[src/logic/dcr_pkg.sv]
// Constants of the four-channel register set: offsets, fields, steps.
// Assumes AXI4-Lite byte addresses relative to the block base.
package dcr_pkg;
   localparam logic [7:0]  OFS_CH0    = 8'h20;
   localparam logic [7:0]  OFS_CH_END = 8'h5F;
   localparam logic [7:0]  OFS_SHARED = 8'h60;
   localparam logic [3:0]  OFS_SRC    = 4'h0;
   localparam logic [3:0]  OFS_DST    = 4'h4;
   localparam logic [3:0]  OFS_CNT    = 4'h8;
   localparam logic [3:0]  OFS_CTL    = 4'hC;
   localparam int          NUM_CH     = 4;
   localparam int          NUM_EXT    = 2;
   localparam int          B_ENA      = 0;
   localparam int          B_TEND     = 1;
   localparam int          B_IEN      = 2;
   localparam int          B_UNIT     = 3;
   localparam int          B_SSTEP    = 12;
   localparam int          B_DSTEP    = 14;
   localparam int          B_SENSE    = 6;
   localparam int          B_REQPOL   = 18;
   localparam int          B_RELOAD   = 19;
   localparam int          B_FETCH    = 20;
   localparam logic [31:0] CTL_RST    = 32'h0;
   localparam logic [31:0] CTL_COMMON = 32'hFF3D;
   localparam logic [31:0] CTL_CH01   = 32'h7_0040;
   localparam logic [31:0] CTL_CH2    = 32'h8_0000;
   localparam logic [31:0] CTL_CH3    = 32'h10_0000;
   localparam logic [15:0] SH_RST     = 16'h0000;
   localparam logic [15:0] SH_WMASK   = 16'h0001;
   localparam int          B_SH_RUN   = 0;
   localparam int          B_SH_FLAG  = 1;
   localparam logic [1:0]  MODE_INC   = 2'h1;
   localparam logic [1:0]  MODE_DEC   = 2'h2;
   localparam logic [1:0]  UNIT_BYTE  = 2'h0;
   localparam logic [1:0]  UNIT_WORD  = 2'h1;
   localparam logic [1:0]  UNIT_LONG  = 2'h2;
   localparam logic [31:0] STEP_BYTE  = 32'h1;
   localparam logic [31:0] STEP_WORD  = 32'h2;
   localparam logic [31:0] STEP_LONG  = 32'h4;
   localparam logic [31:0] STEP_QUAD  = 32'h10;
   localparam logic [1:0]  RELOAD_LAST = 2'h3;
   localparam logic [1:0]  RESP_OKAY  = 2'h0;
   localparam logic [1:0]  RESP_SLVERR = 2'h2;

   function automatic logic [31:0] ctl_mask(input int ch);
      ctl_mask = CTL_COMMON;
      if (ch < 2) ctl_mask = ctl_mask | CTL_CH01;
      if (ch == 2) ctl_mask = ctl_mask | CTL_CH2;
      if (ch == 3) ctl_mask = ctl_mask | CTL_CH3;
   endfunction : ctl_mask

   function automatic logic [31:0] merge(input logic [31:0] old, input logic [31:0] nw,
                                         input logic [3:0] strb);
      merge = old;
      for (int i = 0; i < 4; i++) begin
         if (strb[i]) merge[i*8+:8] = nw[i*8+:8];
      end
   endfunction : merge
endpackage : dcr_pkg

[src/logic/dcr_reqack.sv]
// External request pin sampler with request-accepted strobe.
// Assumes an asynchronous active-low request pin.
`timescale 1ns/10ps
module dcr_reqack (
   input  wire logic clk,
   input  wire logic rst,
   input  wire logic req_pin,
   input  wire logic enabled,
   input  wire logic edge_sense,
   input  wire logic pol,
   output logic      accepted
);
   logic sync1_reg;
   logic sync2_reg;
   logic prev_reg;
   logic acc_next;
   logic hit;

   always_comb begin
      hit = edge_sense ? (prev_reg & ~sync2_reg) : ~sync2_reg;
      acc_next = pol ? (hit & enabled) : ~(hit & enabled);
   end

   always_ff @(posedge clk or posedge rst) begin
      if (rst) begin
         sync1_reg <= 1'b1;
         sync2_reg <= 1'b1;
         prev_reg  <= 1'b1;
         accepted  <= 1'b1;
      end else begin
         sync1_reg <= req_pin;
         sync2_reg <= sync1_reg;
         prev_reg  <= sync2_reg;
         accepted  <= acc_next;
      end
   end
endmodule : dcr_reqack

[src/logic/dcr_chan.sv]
// One channel: pointers, counter and control word, advanced per unit.
// Assumes step pulses from the transfer engine on the same clock.
`timescale 1ns/10ps
module dcr_chan #(
   parameter int CH    = 0,
   parameter int CNT_W = 24
) (
   input  wire logic        clk,
   input  wire logic        rst,
   input  wire logic        wr_src,
   input  wire logic        wr_dst,
   input  wire logic        wr_cnt,
   input  wire logic        wr_ctl,
   input  wire logic        rd_ctl,
   input  wire logic [31:0] wdata,
   input  wire logic [3:0]  wstrb,
   input  wire logic        step,
   input  wire logic        run_en,
   output logic      [31:0] src,
   output logic      [31:0] dst,
   output logic      [31:0] cnt,
   output logic      [31:0] ctl
);
   localparam logic [31:0] MASK = dcr_pkg::ctl_mask(CH);
   logic [31:0]      src_reg, src_next, dst_reg, dst_next;
   logic [31:0]      init_reg, init_next, ctl_reg, ctl_next, m;
   logic [CNT_W-1:0] cnt_reg, cnt_next;
   logic [1:0]       rl_reg, rl_next;
   logic             arm_reg, arm_next, ended;
   logic [31:0]      unit, sstep;

   function automatic logic [31:0] adv(input logic [31:0] p, input logic [1:0] md,
                                       input logic [31:0] s);
      adv = p;
      if (md == dcr_pkg::MODE_INC) adv = p + s;
      if (md == dcr_pkg::MODE_DEC) adv = p - s;
   endfunction : adv

   always_comb begin
      src_next = src_reg;
      dst_next = dst_reg;
      cnt_next = cnt_reg;
      ctl_next = ctl_reg;
      init_next = init_reg;
      rl_next = rl_reg;
      arm_next = arm_reg;
      ended = 1'b0;
      m = dcr_pkg::merge(ctl_reg, wdata, wstrb);
      unique case (ctl_reg[dcr_pkg::B_UNIT+:2])
         dcr_pkg::UNIT_BYTE: unit = dcr_pkg::STEP_BYTE;
         dcr_pkg::UNIT_WORD: unit = dcr_pkg::STEP_WORD;
         dcr_pkg::UNIT_LONG: unit = dcr_pkg::STEP_LONG;
         default:            unit = dcr_pkg::STEP_QUAD;
      endcase
      sstep = (CH == 3 && ctl_reg[dcr_pkg::B_FETCH]) ? dcr_pkg::STEP_LONG : unit;
      if (step && run_en && ctl_reg[dcr_pkg::B_ENA] && !ctl_reg[dcr_pkg::B_TEND]) begin
         src_next = adv(src_reg, ctl_reg[dcr_pkg::B_SSTEP+:2], sstep);
         dst_next = adv(dst_reg, ctl_reg[dcr_pkg::B_DSTEP+:2], unit);
         cnt_next = CNT_W'(cnt_reg - 1'b1);
         if (CH == 2 && ctl_reg[dcr_pkg::B_RELOAD]) begin
            rl_next = rl_reg + 2'h1;
            if (rl_reg == dcr_pkg::RELOAD_LAST) src_next = init_reg;
         end
         if (cnt_reg == CNT_W'(1)) begin
            ctl_next[dcr_pkg::B_TEND] = 1'b1;
            ended = 1'b1;
         end
      end
      if (rd_ctl && ctl_reg[dcr_pkg::B_TEND]) arm_next = 1'b1;
      if (wr_src) begin
         src_next = dcr_pkg::merge(src_reg, wdata, wstrb);
         init_next = src_next;
         rl_next = 2'h0;
      end
      if (wr_dst) dst_next = dcr_pkg::merge(dst_reg, wdata, wstrb);
      if (wr_cnt) cnt_next = CNT_W'(dcr_pkg::merge(32'(cnt_reg), wdata, wstrb));
      if (wr_ctl) begin
         ctl_next = (m & MASK) | (ctl_next & ~MASK);
         if (wstrb[0] && !wdata[dcr_pkg::B_TEND] && arm_reg && !ended) begin
            ctl_next[dcr_pkg::B_TEND] = 1'b0;
            arm_next = 1'b0;
         end
      end
   end

   always_ff @(posedge clk) begin
      src_reg  <= src_next;
      dst_reg  <= dst_next;
      cnt_reg  <= cnt_next;
      init_reg <= init_next;
   end

   always_ff @(posedge clk or posedge rst) begin
      if (rst) begin
         ctl_reg <= dcr_pkg::CTL_RST;
         rl_reg  <= 2'h0;
         arm_reg <= 1'b0;
      end else begin
         ctl_reg <= ctl_next;
         rl_reg  <= rl_next;
         arm_reg <= arm_next;
      end
   end

   assign src = src_reg;
   assign dst = dst_reg;
   assign cnt = 32'(cnt_reg);
   assign ctl = ctl_reg;
endmodule : dcr_chan

[src/logic/dcr_top.sv]
// Four-channel DMA register set behind an AXI4-Lite slave.
// Assumes a transfer engine pulsing XFER_STEP per unit moved.
// Notes on behaviour
// - End flags clear by zero-write after reading one
// - Half-word writes keep the other half
// - Counter has 24 bits, upper read zero
// - Source pointer shows next source address
// - Pointers and counter unreset, kept in standby
// - Destination pointer shows next destination address
// - Count one is one, zero is maximum
// - Counter shows remaining units
// - Each 16-byte block decrements once
// - Control word resets zero, kept in standby
// - Channel-specific bits absent elsewhere read zero
// - Bits 31..21 and 7 read zero
// - Channel 3 fetch mode selects indirect addressing
// - Channel 2 reload restores initial source
// - Bit 18 sets accepted-strobe level
// - Polarity zero low-active, one high-active
// - Steps 1,2,4,16 both up and down
// - Indirect source steps by four
`timescale 1ns/10ps
module dcr_top #(
   parameter int ADDR_W = 8,
   parameter int CNT_W  = 24
) (
   input  wire logic        CLK,
   input  wire logic        SYS_RST,
   input  wire logic [ADDR_W-1:0] AWADDR,
   input  wire logic        AWVALID,
   output logic             AWREADY,
   input  wire logic [31:0] WDATA,
   input  wire logic [3:0]  WSTRB,
   input  wire logic        WVALID,
   output logic             WREADY,
   output logic [1:0]       BRESP,
   output logic             BVALID,
   input  wire logic        BREADY,
   input  wire logic [ADDR_W-1:0] ARADDR,
   input  wire logic        ARVALID,
   output logic             ARREADY,
   output logic [31:0]      RDATA,
   output logic [1:0]       RRESP,
   output logic             RVALID,
   input  wire logic        RREADY,
   input  wire logic [3:0]  XFER_STEP,
   input  wire logic        STANDBY,
   input  wire logic [1:0]  FLAG_SET,
   input  wire logic [1:0]  TRANSFER_REQUEST_PIN,
   output logic [1:0]       REQUEST_ACCEPTED_STROBE,
   output logic [3:0]       CHANNEL_IRQ
);
   localparam int NCH = dcr_pkg::NUM_CH;

   if (ADDR_W < 7 || CNT_W < 2 || CNT_W > 24) begin : g_chk
      $error("bad parameters");
   end

   logic [ADDR_W-1:0] aw_addr_reg, aw_addr_next;
   logic              aw_have_reg, aw_have_next;
   logic [31:0]       w_data_reg, w_data_next;
   logic [3:0]        w_strb_reg, w_strb_next;
   logic              w_have_reg, w_have_next;
   logic              awready_reg, awready_next;
   logic              wready_reg, wready_next;
   logic              bvalid_reg, bvalid_next;
   logic [1:0]        bresp_reg, bresp_next;
   logic              arready_reg, arready_next;
   logic              rvalid_reg, rvalid_next;
   logic [31:0]       rdata_reg, rdata_next;
   logic [1:0]        rresp_reg, rresp_next;
   logic [15:0]       sh_reg, sh_next;
   logic [1:0]        sh_arm_reg, sh_arm_next;
   logic [3:0]        irq_reg, irq_next;
   logic [NCH-1:0]    wr_src, wr_dst, wr_cnt, wr_ctl, rd_ctl;
   logic [31:0]       src [NCH];
   logic [31:0]       dst [NCH];
   logic [31:0]       cnt [NCH];
   logic [31:0]       ctl [NCH];
   logic              run_en;
   logic              do_write;
   logic              w_ok, w_sh;
   logic [1:0]        w_ch, r_ch;
   logic [3:0]        w_reg, r_reg;
   logic              r_ok, r_sh;
   logic [7:0]        wa, ra;
   logic [7:0]        wrel, rrel;

   // Standby or a raised shared flag freezes every channel
   assign run_en = sh_reg[dcr_pkg::B_SH_RUN] & ~|sh_reg[dcr_pkg::B_SH_FLAG+:2] & ~STANDBY;

   // Address decode for the write and read paths
   always_comb begin
      wa = 8'(aw_addr_reg);
      ra = 8'(ARADDR);
      wrel = wa - dcr_pkg::OFS_CH0;
      rrel = ra - dcr_pkg::OFS_CH0;
      w_ch = wrel[5:4];
      r_ch = rrel[5:4];
      w_reg = wrel[3:0];
      r_reg = rrel[3:0];
      w_sh = (wa == dcr_pkg::OFS_SHARED);
      r_sh = (ra == dcr_pkg::OFS_SHARED);
      w_ok = w_sh || (wa >= dcr_pkg::OFS_CH0 && wa <= dcr_pkg::OFS_CH_END && wa[1:0] == 2'h0);
      r_ok = r_sh || (ra >= dcr_pkg::OFS_CH0 && ra <= dcr_pkg::OFS_CH_END && ra[1:0] == 2'h0);
      if (ADDR_W > 8) begin
         w_ok = w_ok && (aw_addr_reg >> 8) == '0;
         r_ok = r_ok && (ARADDR >> 8) == '0;
      end
   end

   // Write channel: address and data taken in either order
   always_comb begin
      aw_addr_next = aw_addr_reg;
      aw_have_next = aw_have_reg;
      w_data_next = w_data_reg;
      w_strb_next = w_strb_reg;
      w_have_next = w_have_reg;
      bvalid_next = bvalid_reg;
      bresp_next = bresp_reg;
      wr_src = '0;
      wr_dst = '0;
      wr_cnt = '0;
      wr_ctl = '0;
      do_write = aw_have_reg && w_have_reg && !bvalid_reg;
      if (AWVALID && awready_reg) begin
         aw_addr_next = AWADDR;
         aw_have_next = 1'b1;
      end
      if (WVALID && wready_reg) begin
         w_data_next = WDATA;
         w_strb_next = WSTRB;
         w_have_next = 1'b1;
      end
      if (bvalid_reg && BREADY) bvalid_next = 1'b0;
      if (do_write) begin
         aw_have_next = 1'b0;
         w_have_next = 1'b0;
         bvalid_next = 1'b1;
         bresp_next = w_ok ? dcr_pkg::RESP_OKAY : dcr_pkg::RESP_SLVERR;
         if (w_ok && !w_sh) begin
            wr_src[w_ch] = (w_reg == dcr_pkg::OFS_SRC);
            wr_dst[w_ch] = (w_reg == dcr_pkg::OFS_DST);
            wr_cnt[w_ch] = (w_reg == dcr_pkg::OFS_CNT);
            wr_ctl[w_ch] = (w_reg == dcr_pkg::OFS_CTL);
         end
      end
      awready_next = !aw_have_next && !bvalid_next;
      wready_next = !w_have_next && !bvalid_next;
   end

   // Read channel: answer one cycle after the address is taken
   always_comb begin
      arready_next = arready_reg;
      rvalid_next = rvalid_reg;
      rdata_next = rdata_reg;
      rresp_next = rresp_reg;
      rd_ctl = '0;
      if (rvalid_reg && RREADY) rvalid_next = 1'b0;
      if (ARVALID && arready_reg) begin
         rvalid_next = 1'b1;
         rresp_next = r_ok ? dcr_pkg::RESP_OKAY : dcr_pkg::RESP_SLVERR;
         rdata_next = 32'h0;
         if (r_ok && r_sh) begin
            rdata_next = 32'(sh_reg);
         end else if (r_ok) begin
            unique case (r_reg)
               dcr_pkg::OFS_SRC: rdata_next = src[r_ch];
               dcr_pkg::OFS_DST: rdata_next = dst[r_ch];
               dcr_pkg::OFS_CNT: rdata_next = cnt[r_ch];
               default: begin
                  rdata_next = ctl[r_ch];
                  rd_ctl[r_ch] = 1'b1;
               end
            endcase
         end
      end
      arready_next = !rvalid_next;
   end

   // Shared operation word: run bit and two sticky flags
   always_comb begin
      sh_next = sh_reg;
      sh_arm_next = sh_arm_reg;
      if (ARVALID && arready_reg && r_ok && r_sh) begin
         sh_arm_next = sh_arm_next | sh_reg[dcr_pkg::B_SH_FLAG+:2];
      end
      if (do_write && w_ok && w_sh) begin
         sh_next = (16'(dcr_pkg::merge(32'(sh_reg), w_data_reg, w_strb_reg)) & dcr_pkg::SH_WMASK)
                   | (sh_reg & ~dcr_pkg::SH_WMASK);
         for (int i = 0; i < 2; i++) begin
            if (w_strb_reg[0] && !w_data_reg[dcr_pkg::B_SH_FLAG+i] && sh_arm_reg[i]) begin
               sh_next[dcr_pkg::B_SH_FLAG+i] = 1'b0;
               sh_arm_next[i] = 1'b0;
            end
         end
      end
      for (int i = 0; i < 2; i++) begin
         if (FLAG_SET[i]) sh_next[dcr_pkg::B_SH_FLAG+i] = 1'b1;
      end
      for (int i = 0; i < NCH; i++) begin
         irq_next[i] = ctl[i][dcr_pkg::B_TEND] & ctl[i][dcr_pkg::B_IEN];
      end
   end

   always_ff @(posedge CLK or posedge SYS_RST) begin
      if (SYS_RST) begin
         aw_addr_reg <= '0;
         aw_have_reg <= 1'b0;
         w_data_reg  <= 32'h0;
         w_strb_reg  <= 4'h0;
         w_have_reg  <= 1'b0;
         awready_reg <= 1'b1;
         wready_reg  <= 1'b1;
         bvalid_reg  <= 1'b0;
         bresp_reg   <= dcr_pkg::RESP_OKAY;
         arready_reg <= 1'b1;
         rvalid_reg  <= 1'b0;
         rdata_reg   <= 32'h0;
         rresp_reg   <= dcr_pkg::RESP_OKAY;
         sh_reg      <= dcr_pkg::SH_RST;
         sh_arm_reg  <= 2'h0;
         irq_reg     <= 4'h0;
      end else begin
         aw_addr_reg <= aw_addr_next;
         aw_have_reg <= aw_have_next;
         w_data_reg  <= w_data_next;
         w_strb_reg  <= w_strb_next;
         w_have_reg  <= w_have_next;
         awready_reg <= awready_next;
         wready_reg  <= wready_next;
         bvalid_reg  <= bvalid_next;
         bresp_reg   <= bresp_next;
         arready_reg <= arready_next;
         rvalid_reg  <= rvalid_next;
         rdata_reg   <= rdata_next;
         rresp_reg   <= rresp_next;
         sh_reg      <= sh_next;
         sh_arm_reg  <= sh_arm_next;
         irq_reg     <= irq_next;
      end
   end

   genvar g;
   generate
      for (g = 0; g < NCH; g++) begin : g_ch
         dcr_chan #(
            .CH    (g),
            .CNT_W (CNT_W)
         ) u_chan (
            .clk    (CLK),
            .rst    (SYS_RST),
            .wr_src (wr_src[g]),
            .wr_dst (wr_dst[g]),
            .wr_cnt (wr_cnt[g]),
            .wr_ctl (wr_ctl[g]),
            .rd_ctl (rd_ctl[g]),
            .wdata  (w_data_reg),
            .wstrb  (w_strb_reg),
            .step   (XFER_STEP[g]),
            .run_en (run_en),
            .src    (src[g]),
            .dst    (dst[g]),
            .cnt    (cnt[g]),
            .ctl    (ctl[g])
         );
      end
      for (g = 0; g < dcr_pkg::NUM_EXT; g++) begin : g_req
         dcr_reqack u_req (
            .clk        (CLK),
            .rst        (SYS_RST),
            .req_pin    (TRANSFER_REQUEST_PIN[g]),
            .enabled    (ctl[g][dcr_pkg::B_ENA] & run_en),
            .edge_sense (ctl[g][dcr_pkg::B_SENSE]),
            .pol        (ctl[g][dcr_pkg::B_REQPOL]),
            .accepted   (REQUEST_ACCEPTED_STROBE[g])
         );
      end
   endgenerate

   assign AWREADY = awready_reg;
   assign WREADY = wready_reg;
   assign BVALID = bvalid_reg;
   assign BRESP = bresp_reg;
   assign ARREADY = arready_reg;
   assign RVALID = rvalid_reg;
   assign RDATA = rdata_reg;
   assign RRESP = rresp_reg;
   assign CHANNEL_IRQ = irq_reg;
endmodule : dcr_top

[config.mk]
export PLATFORM = sky130hd
export DESIGN_NAME = dcr_top
export DESIGN_NICKNAME = d
export VERILOG_FILES = /design/src/logic/dcr_pkg.sv /design/src/logic/dcr_reqack.sv /design/src/logic/dcr_chan.sv /design/src/logic/dcr_top.sv
export SDC_FILE = /design/constraint.sdc
export NUM_CORES = 2
export LEC_CHECK = 0
export BUFFER_PORTS_ARGS = -buffer_cell sky130_fd_sc_hd__buf_2
export CAP_MARGIN = 15
export CORE_MARGIN = 2
export CORE_UTILIZATION = 50
export DETAILED_ROUTE_END_ITERATION = 8
export PLACE_DENSITY = 0.69
export REMOVE_ABC_BUFFERS = 1
export SLEW_MARGIN = 5
export SYNTH_ARGS = -nofsm -noshare
export SYNTH_HDL_FRONTEND = slang
export SYNTH_SLANG_ARGS = --single-unit
[constraint.sdc]
create_clock -name CLK -period 5 [get_ports CLK]
set_clock_uncertainty 0.2 [all_clocks]
set_input_delay 0.25 -clock CLK [delete_from_list [all_inputs] [get_ports CLK]]
set_output_delay 0.25 -clock CLK [all_outputs]
set_load 0.01 [all_outputs]
# Yosys cells after proc, flatten, opt, wreduce, memory -nomap -nowiden
# Cells that the tools add are included.
op_classes:
  n_bitwise: 28
  eq_ne: 76
  order_cmp: 9
  n_reduce_logical: 141
  add_sub_neg: 23
  mux: 162
ops:
  columns: ["op", "count"]
  rows:
  - ["$mux 32", 44]
  - ["$bmux 32 s2", 4]
  - ["$add 32x5->32", 7]
  - ["$sub 32x5->32", 7]
  - ["$mux 24", 8]
  - ["$eq 24x1->1 const B", 4]
  - ["$mux 8", 12]
  - ["$pmux 32 s3", 1]
  - ["$sub 24x1->24 const B", 4]
  - ["$reduce_and 3->1", 28]
  - ["$ne 2x2->1 const B", 40]
  - ["$or 19x32->32", 2]
  - ["$pmux 5 s3", 4]
  - ["$mux 1", 54]
  - ["$mux 4", 13]
  - ["$logic_and 1x1->1", 49]
  - ["$add 32x32->32", 1]
  - ["$or 20x32->32", 1]
  - ["$or 21x32->32", 1]
  - ["$sub 32x32->32", 1]
  - ["$reduce_bool 2->1", 15]
  - ["$eq 2x2->1 const B", 13]
  - ["$reduce_and 2->1", 13]
  - ["$eq 2x1->1 const B", 12]
  - ["29 further kinds", 101]
totals:
  word_cells: 520
  input_bits: 68
  output_inout_bits: 47
  register_bits: 635

# Logic depth before layout (Yosys ltp)
depth:
  ltp_word: 13
  mapped_depth: 15
  depth_no_buf: 15

# Modules after synthesis
# A second synthesis with hierarchy kept.
hier_totals:
  hier_cells: 4617
  area_unflattened_um2: 43377.9
by_module_without_submodules:
  columns: ["module", "instances", "seq_area_each_um2", "cells_per_inst", "area_each_um2"]
  rows:
  - ["dcr_chan (g_ch[2].u_chan)", 1, 4053.9, 1026, 9654.3]
  - ["dcr_chan (g_ch[3].u_chan)", 1, 3042.9, 1008, 8904.8]
  - ["dcr_chan (g_ch[0].u_chan)", 1, 3118.0, 916, 8370.5]
  - ["dcr_chan (g_ch[1].u_chan)", 1, 3118.0, 910, 8321.7]
  - ["dcr_top", 1, 2356.0, 741, 7838.8]
  - ["dcr_reqack", 2, 105.1, 8, 143.9]

# Least setup slack after synthesis
# OpenSTA, ideal clock, no wires.
synth_path:
  path_type: "flip-flop to flip-flop"
  from: "reg g_ch[3].u_chan.ctl_reg[4]"
  to: "reg g_ch[3].u_chan.src_reg[30], data pin"
  arrival_ns: 3.614
  path_stages_with_launch: 16
  setup_time_ns: 0.261
  t_required_ns: 4.539
  period_less_slack_ns: 4.074
  n_path_buf: 1
  setup_slack_ns: 0.926
  cell_sequence: "dfrtp_1 -> clkbuf_1 -> or2_2 -> ha_1 -> ha_1 -> nand2b_1 -> ha_1 -> and4_1 -> nand3_1 -> a211oi_1 -> o31ai_1 -> a2111o_1 -> a41oi_2 -> a2bb2oi_1 -> nand4_1 -> o311a_1"
synth_between:
  elab_chain_len: 8
  elab_cells_between_ends: 11
  cone_classes: "add/sub: 2; eq/ne: 2; mux: 6; reduce/logical: 1"
synth_lines:
  columns: ["element", "line", "source"]
  rows:
  - ["start, declared", "dcr_chan.sv:26", "logic [31:0] init_reg, init_next, ctl_reg, ctl_next, m;"]
  - ["start signal, assigned", "dcr_chan.sv:95", "ctl_reg <= dcr_pkg::CTL_RST;"]
  - ["start signal, assigned", "dcr_chan.sv:99", "ctl_reg <= ctl_next;"]
  - ["$eq 2x2->1, or another cell as far along", "dcr_chan.sv:49", "unique case (ctl_reg[dcr_pkg::B_UNIT+:2])"]
  - ["$pmux 5 s3 *", "dcr_chan.sv:49", null]
  - ["$mux 5 *", "dcr_chan.sv:55", "sstep = (CH == 3 && ctl_reg[dcr_pkg::B_FETCH]) ? dcr_pkg::STEP_LONG : unit;"]
  - ["$add 32x32->32", "dcr_chan.sv:35", "if (md == dcr_pkg::MODE_INC) adv = p + s;"]
  - ["$mux 32", "dcr_chan.sv:35", null]
  - ["$mux 32 *", "dcr_chan.sv:36", "if (md == dcr_pkg::MODE_DEC) adv = p - s;"]
  - ["$mux 32 *", "dcr_chan.sv:56", "if (step && run_en && ctl_reg[dcr_pkg::B_ENA] && !ctl_reg[dcr_pkg::B_TEND]) begin"]
  - ["$mux 32 *", "dcr_chan.sv:70", "if (wr_src) begin"]
  - ["net g_ch[3].u_chan.src_next[30]", "dcr_chan.sv:25", "logic [31:0] src_reg, src_next, dst_reg, dst_next;"]
  - ["end signal, assigned", "dcr_chan.sv:87", "src_reg <= src_next;"]
  - ["end, declared", "dcr_chan.sv:25", null]
# Mark *: on every way through the listed nets, which the timed path passes. The rest lies on a longest branch. The select of a mux whose other input is x is not followed.
# A chain may end at the register's enable or synchronous reset.

# Final worst setup path
# Ends and elaborated chain as after synthesis.

==> summary.md <==
| Metric | Value |
|---|---|
| Crit path largest cell delay | `590 ps` |
| Arr. time, crit path | `4980 ps` |
| Register area share after synthesis | `39.03%` |
| Num Clock Sinks | `558` |
| Final WL | `137300 um` |
| RR Endpoint | `g_ch[3].u_chan.src[30]` |
| Tmin final | `4815 ps` |
| Final Max Tran Viols | `0` |
| Worst slew pin tran | `1302 ps` |
| DPL Wire Length | `101700 um` |
| Leading cell type in the layout, fill and taps excluded | `nand2_1` |
| CTS tree | `done` |
| Maximum clock frequency | `207.7 MHz` |
| Hold Crit Endpoint | `g_ch[2].u_chan.ctl[1]` |
| Worst R2R Setup Slack | `190 ps` |
| H-tree Lvls | `3` |
| Power per cell area | `339.7 nW/um2` |
| Most frequent cells in the layout | `nand2_1, edfxtp_1, nor2_1, o21ai_0, a21oi_1` |
| GP Congestion | `1.041` |
| Area fraction of the dominant cell type after synthesis | `28.30%` |
| ANT cells | `0` |
| Total core area | `80550 um2` |
| Initial Util | `50.58%` |
| Rel. slew slack | `13.19%` |
| Asr flop ratio synth | `31.18%` |
| Setup-failing EPs final | `0` |
| Placed cell count | `5235` |
| Fin worst setup slack | `185.4 ps` |
| Filler cells | `6939` |
| Status | `complete, no violations` |
| First-pass GRT wire length | `204000 um` |
| Place WS | `264.5 ps` |
| Portion of total power attributed to combinational logic | `25.3%` |
| All-Layer GR Usage | `32.53%` |
| Count of different cell masters after synthesis | `94` |
| RSZ-0062 raised after global routing | `no` |
| CP top delay family | `compound AO/OA/AOI/OAI gates` |
| Post-route insts no fill | `5422` |
| Clock latency on the worst-skew pair | `640 ps` |
| Maximum vdd drop | `0.0002450 V` |
| Port Buffers | `112` |
| Vias per inst | `6.445` |
| Final core occ | `56.28%` |
| Kind of critical path | `reg -> reg` |
| Cells after synthesis | `4209` |
| Most repeated library cell on the critical path | `ha_1` |
| Die Width | `289.4 um` |
| Routed Antenna Nets | `0` |
| Root Buffer | `clkbuf_16` |
| Hold Crit Start | `XFER_STEP[2]` |
| Crit-path slowest cell | `dfrtp_1` |
| Synth area leaders | `edfxtp_1, dfrtp_1, ha_1` |
| Area leader, netlist | `edfxtp_1` |
| Clock Power Share | `33.8%` |
| Worst Path Required | `5170 ps` |
| Vias in the first global route | `33216` |
| Hold crit path type | `in -> reg` |
| Wire per inst | `25.32 um` |
| FP Rows | `104` |
| Hold buffers post-CTS | `61` |
| CP startpoint kind | `flop` |
| Yosys Warn Count | `0` |
| CTS Buf Count | `68` |
| Initial antenna violation count | `2` |
| CTS clk-pin slew, worst paths | `60 ps` |
| Psw | `0.005491 W` |
| Ports | `115` |
| Share of layout cells above drive strength 1 | `13.85%` |
| Setup TNS | `0 ps` |
| DR iter-0 viols | `4265` |
| Number of synthesized flops with an enable pin | `384` |
| Post-CTS Setup Bufs | `0` |
| Sequential share of power | `40.9%` |
| Drt drc | `0` |
| Crit-path cells | `nand2_1 -> or2_2 -> ha_1 -> nand2b_1 -> ha_1 -> and4_1 -> nand3_1 -> a211oi_1 -> o31ai_1 -> a2111o_1 -> a41oi_2 -> a2bb2oi_1 -> nand4_1 -> o311a_1` |
| Cell Int Power | `0.009906 W` |
| Worst Hold Slack | `61.74 ps` |
| FF+latch count, synth | `558` |
| Switching share of power | `35.66%` |
| # nets final | `4622` |
| Period utilization | `96.29%` |
| Hold Path Cell Cnt | `4` |
| Hold Fails Final Rpt | `0` |
| CTS-repair resized insts | `0` |
| Synthesized area | `40740 um2` |
| Vias | `34944` |
| Routed length on met2 | `60380 um` |
| Sum of buffers and inverters on the critical path | `0` |
| Clock Path Buffers | `3` |
| Largest net degree at the start of global routing | `112` |
| Met3 wire len | `15800 um` |
| Total grt overflow | `0` |
| Pre-antenna DRT Iters | `5` |
| CP endpoint kind | `flop` |
| Maxcap violations | `0` |
| Die Area | `83780 um2` |
| LEAKAGE | `18.30 nW` |
| Top FF cell, synth | `edfxtp_1` |
| Height of the die | `289.4 um` |
| Max layer used | `met4` |
| Register-to-Register Path Depth | `14` |
| RR Startpoint | `g_ch[3].u_chan.ctl[4]` |
| Worst Path Max Fanout | `9` |
| WL met1 | `54700 um` |
| Mean post-synth cell area | `9.679 um2` |
| Synthesis-to-layout area growth | `11.27%` |
[power groups by stage]
stage	clock network [W]	logic (W)	registers (W)
after floorplan	0	0.00216	0.00596
after global placement	0	0.00363	0.00634
after detailed placement	0	0.00368	0.00634
after CTS	0.00521	0.00374	0.00625
after global routing	0.00538	0.00413	0.00630
final	0.00520	0.00389	0.00630
[worst min-delay path, delay by kind of cell]
| family | cells | cell delay [ps] |
|---|---|---|
| and+or+nand+nor | 3 | 500 |
| buffers and inverters | 1 | 110 |
[layer usage]
layer,vias up,GRT usage (%)
met1,16909,44.99
met2,1856,49.68
met4,0,14.37
li1,15896,-
met5,-,0
met3,283,6.291
[Yosys cell counts (52+ instances only)]
library cell	count
nand2_1	496
edfxtp_1	384
nor2_1	342
o21ai_0	309
a21oi_1	308
ha_1	238
xnor2_1	184
clkbuf_1	180
a21o_1	163
dfrtp_1	163
mux2_2	135
xor2_1	120
inv_1	104
mux4_2	102
nand3_1	85
nor3_1	82
o21a_1	52
[metrics by stage]
step                cell area [um2]  total power [W]
global placement              42420         0.009973
detailed placement            42420          0.01002
floorplan                     39840         0.008115
global route                  45330          0.01582
CTS                           45310          0.01521
finish                        45330          0.01540
[logic make-up after synthesis]
group / synth area share, %
and+or+nand+nor: 14.87
AOI/OAI and AO/OA: 18.81
DFF: 39.03
buffers and inverters: 3.179
xor gates and xnor gates: 6.536
muxes: 9.813
adders and majority gates: 7.752
other: 0.009205
[how the worst max path moves through the flow]
stage / from / endpoint / slack [ps] / cells past startpoint
global route: g_ch[3].u_chan.ctl[4] / g_ch[3].u_chan.src[30] / 70 / 14
finish: g_ch[3].u_chan.ctl[4] / g_ch[3].u_chan.src[30] / 190 / 14
floorplan: SYS_RST / BRESP[1] / -150 / 1
CTS: g_ch[3].u_chan.ctl[3] / g_ch[3].u_chan.src[30] / 270 / 14
detailed placement: g_ch[3].u_chan.ctl[3] / g_ch[3].u_chan.src[30] / 260 / 14
global placement: g_ch[3].u_chan.ctl[3] / g_ch[3].u_chan.src[30] / 360 / 14
[final cells by class]
class / instances / area [um2] / area share, %
tap: 1060 / 1326 / 2.926
multi-input combinational: 3318 / 23600 / 52.05
clock buffer: 99 / 1939 / 4.278
sequential: 558 / 15900 / 35.08
timing repair buffer: 256 / 1823 / 4.022
clock inverter: 26 / 342.8 / 0.7563
inverter: 105 / 401.6 / 0.8860
Note: power is estimated with default switching activity, not from simulation.
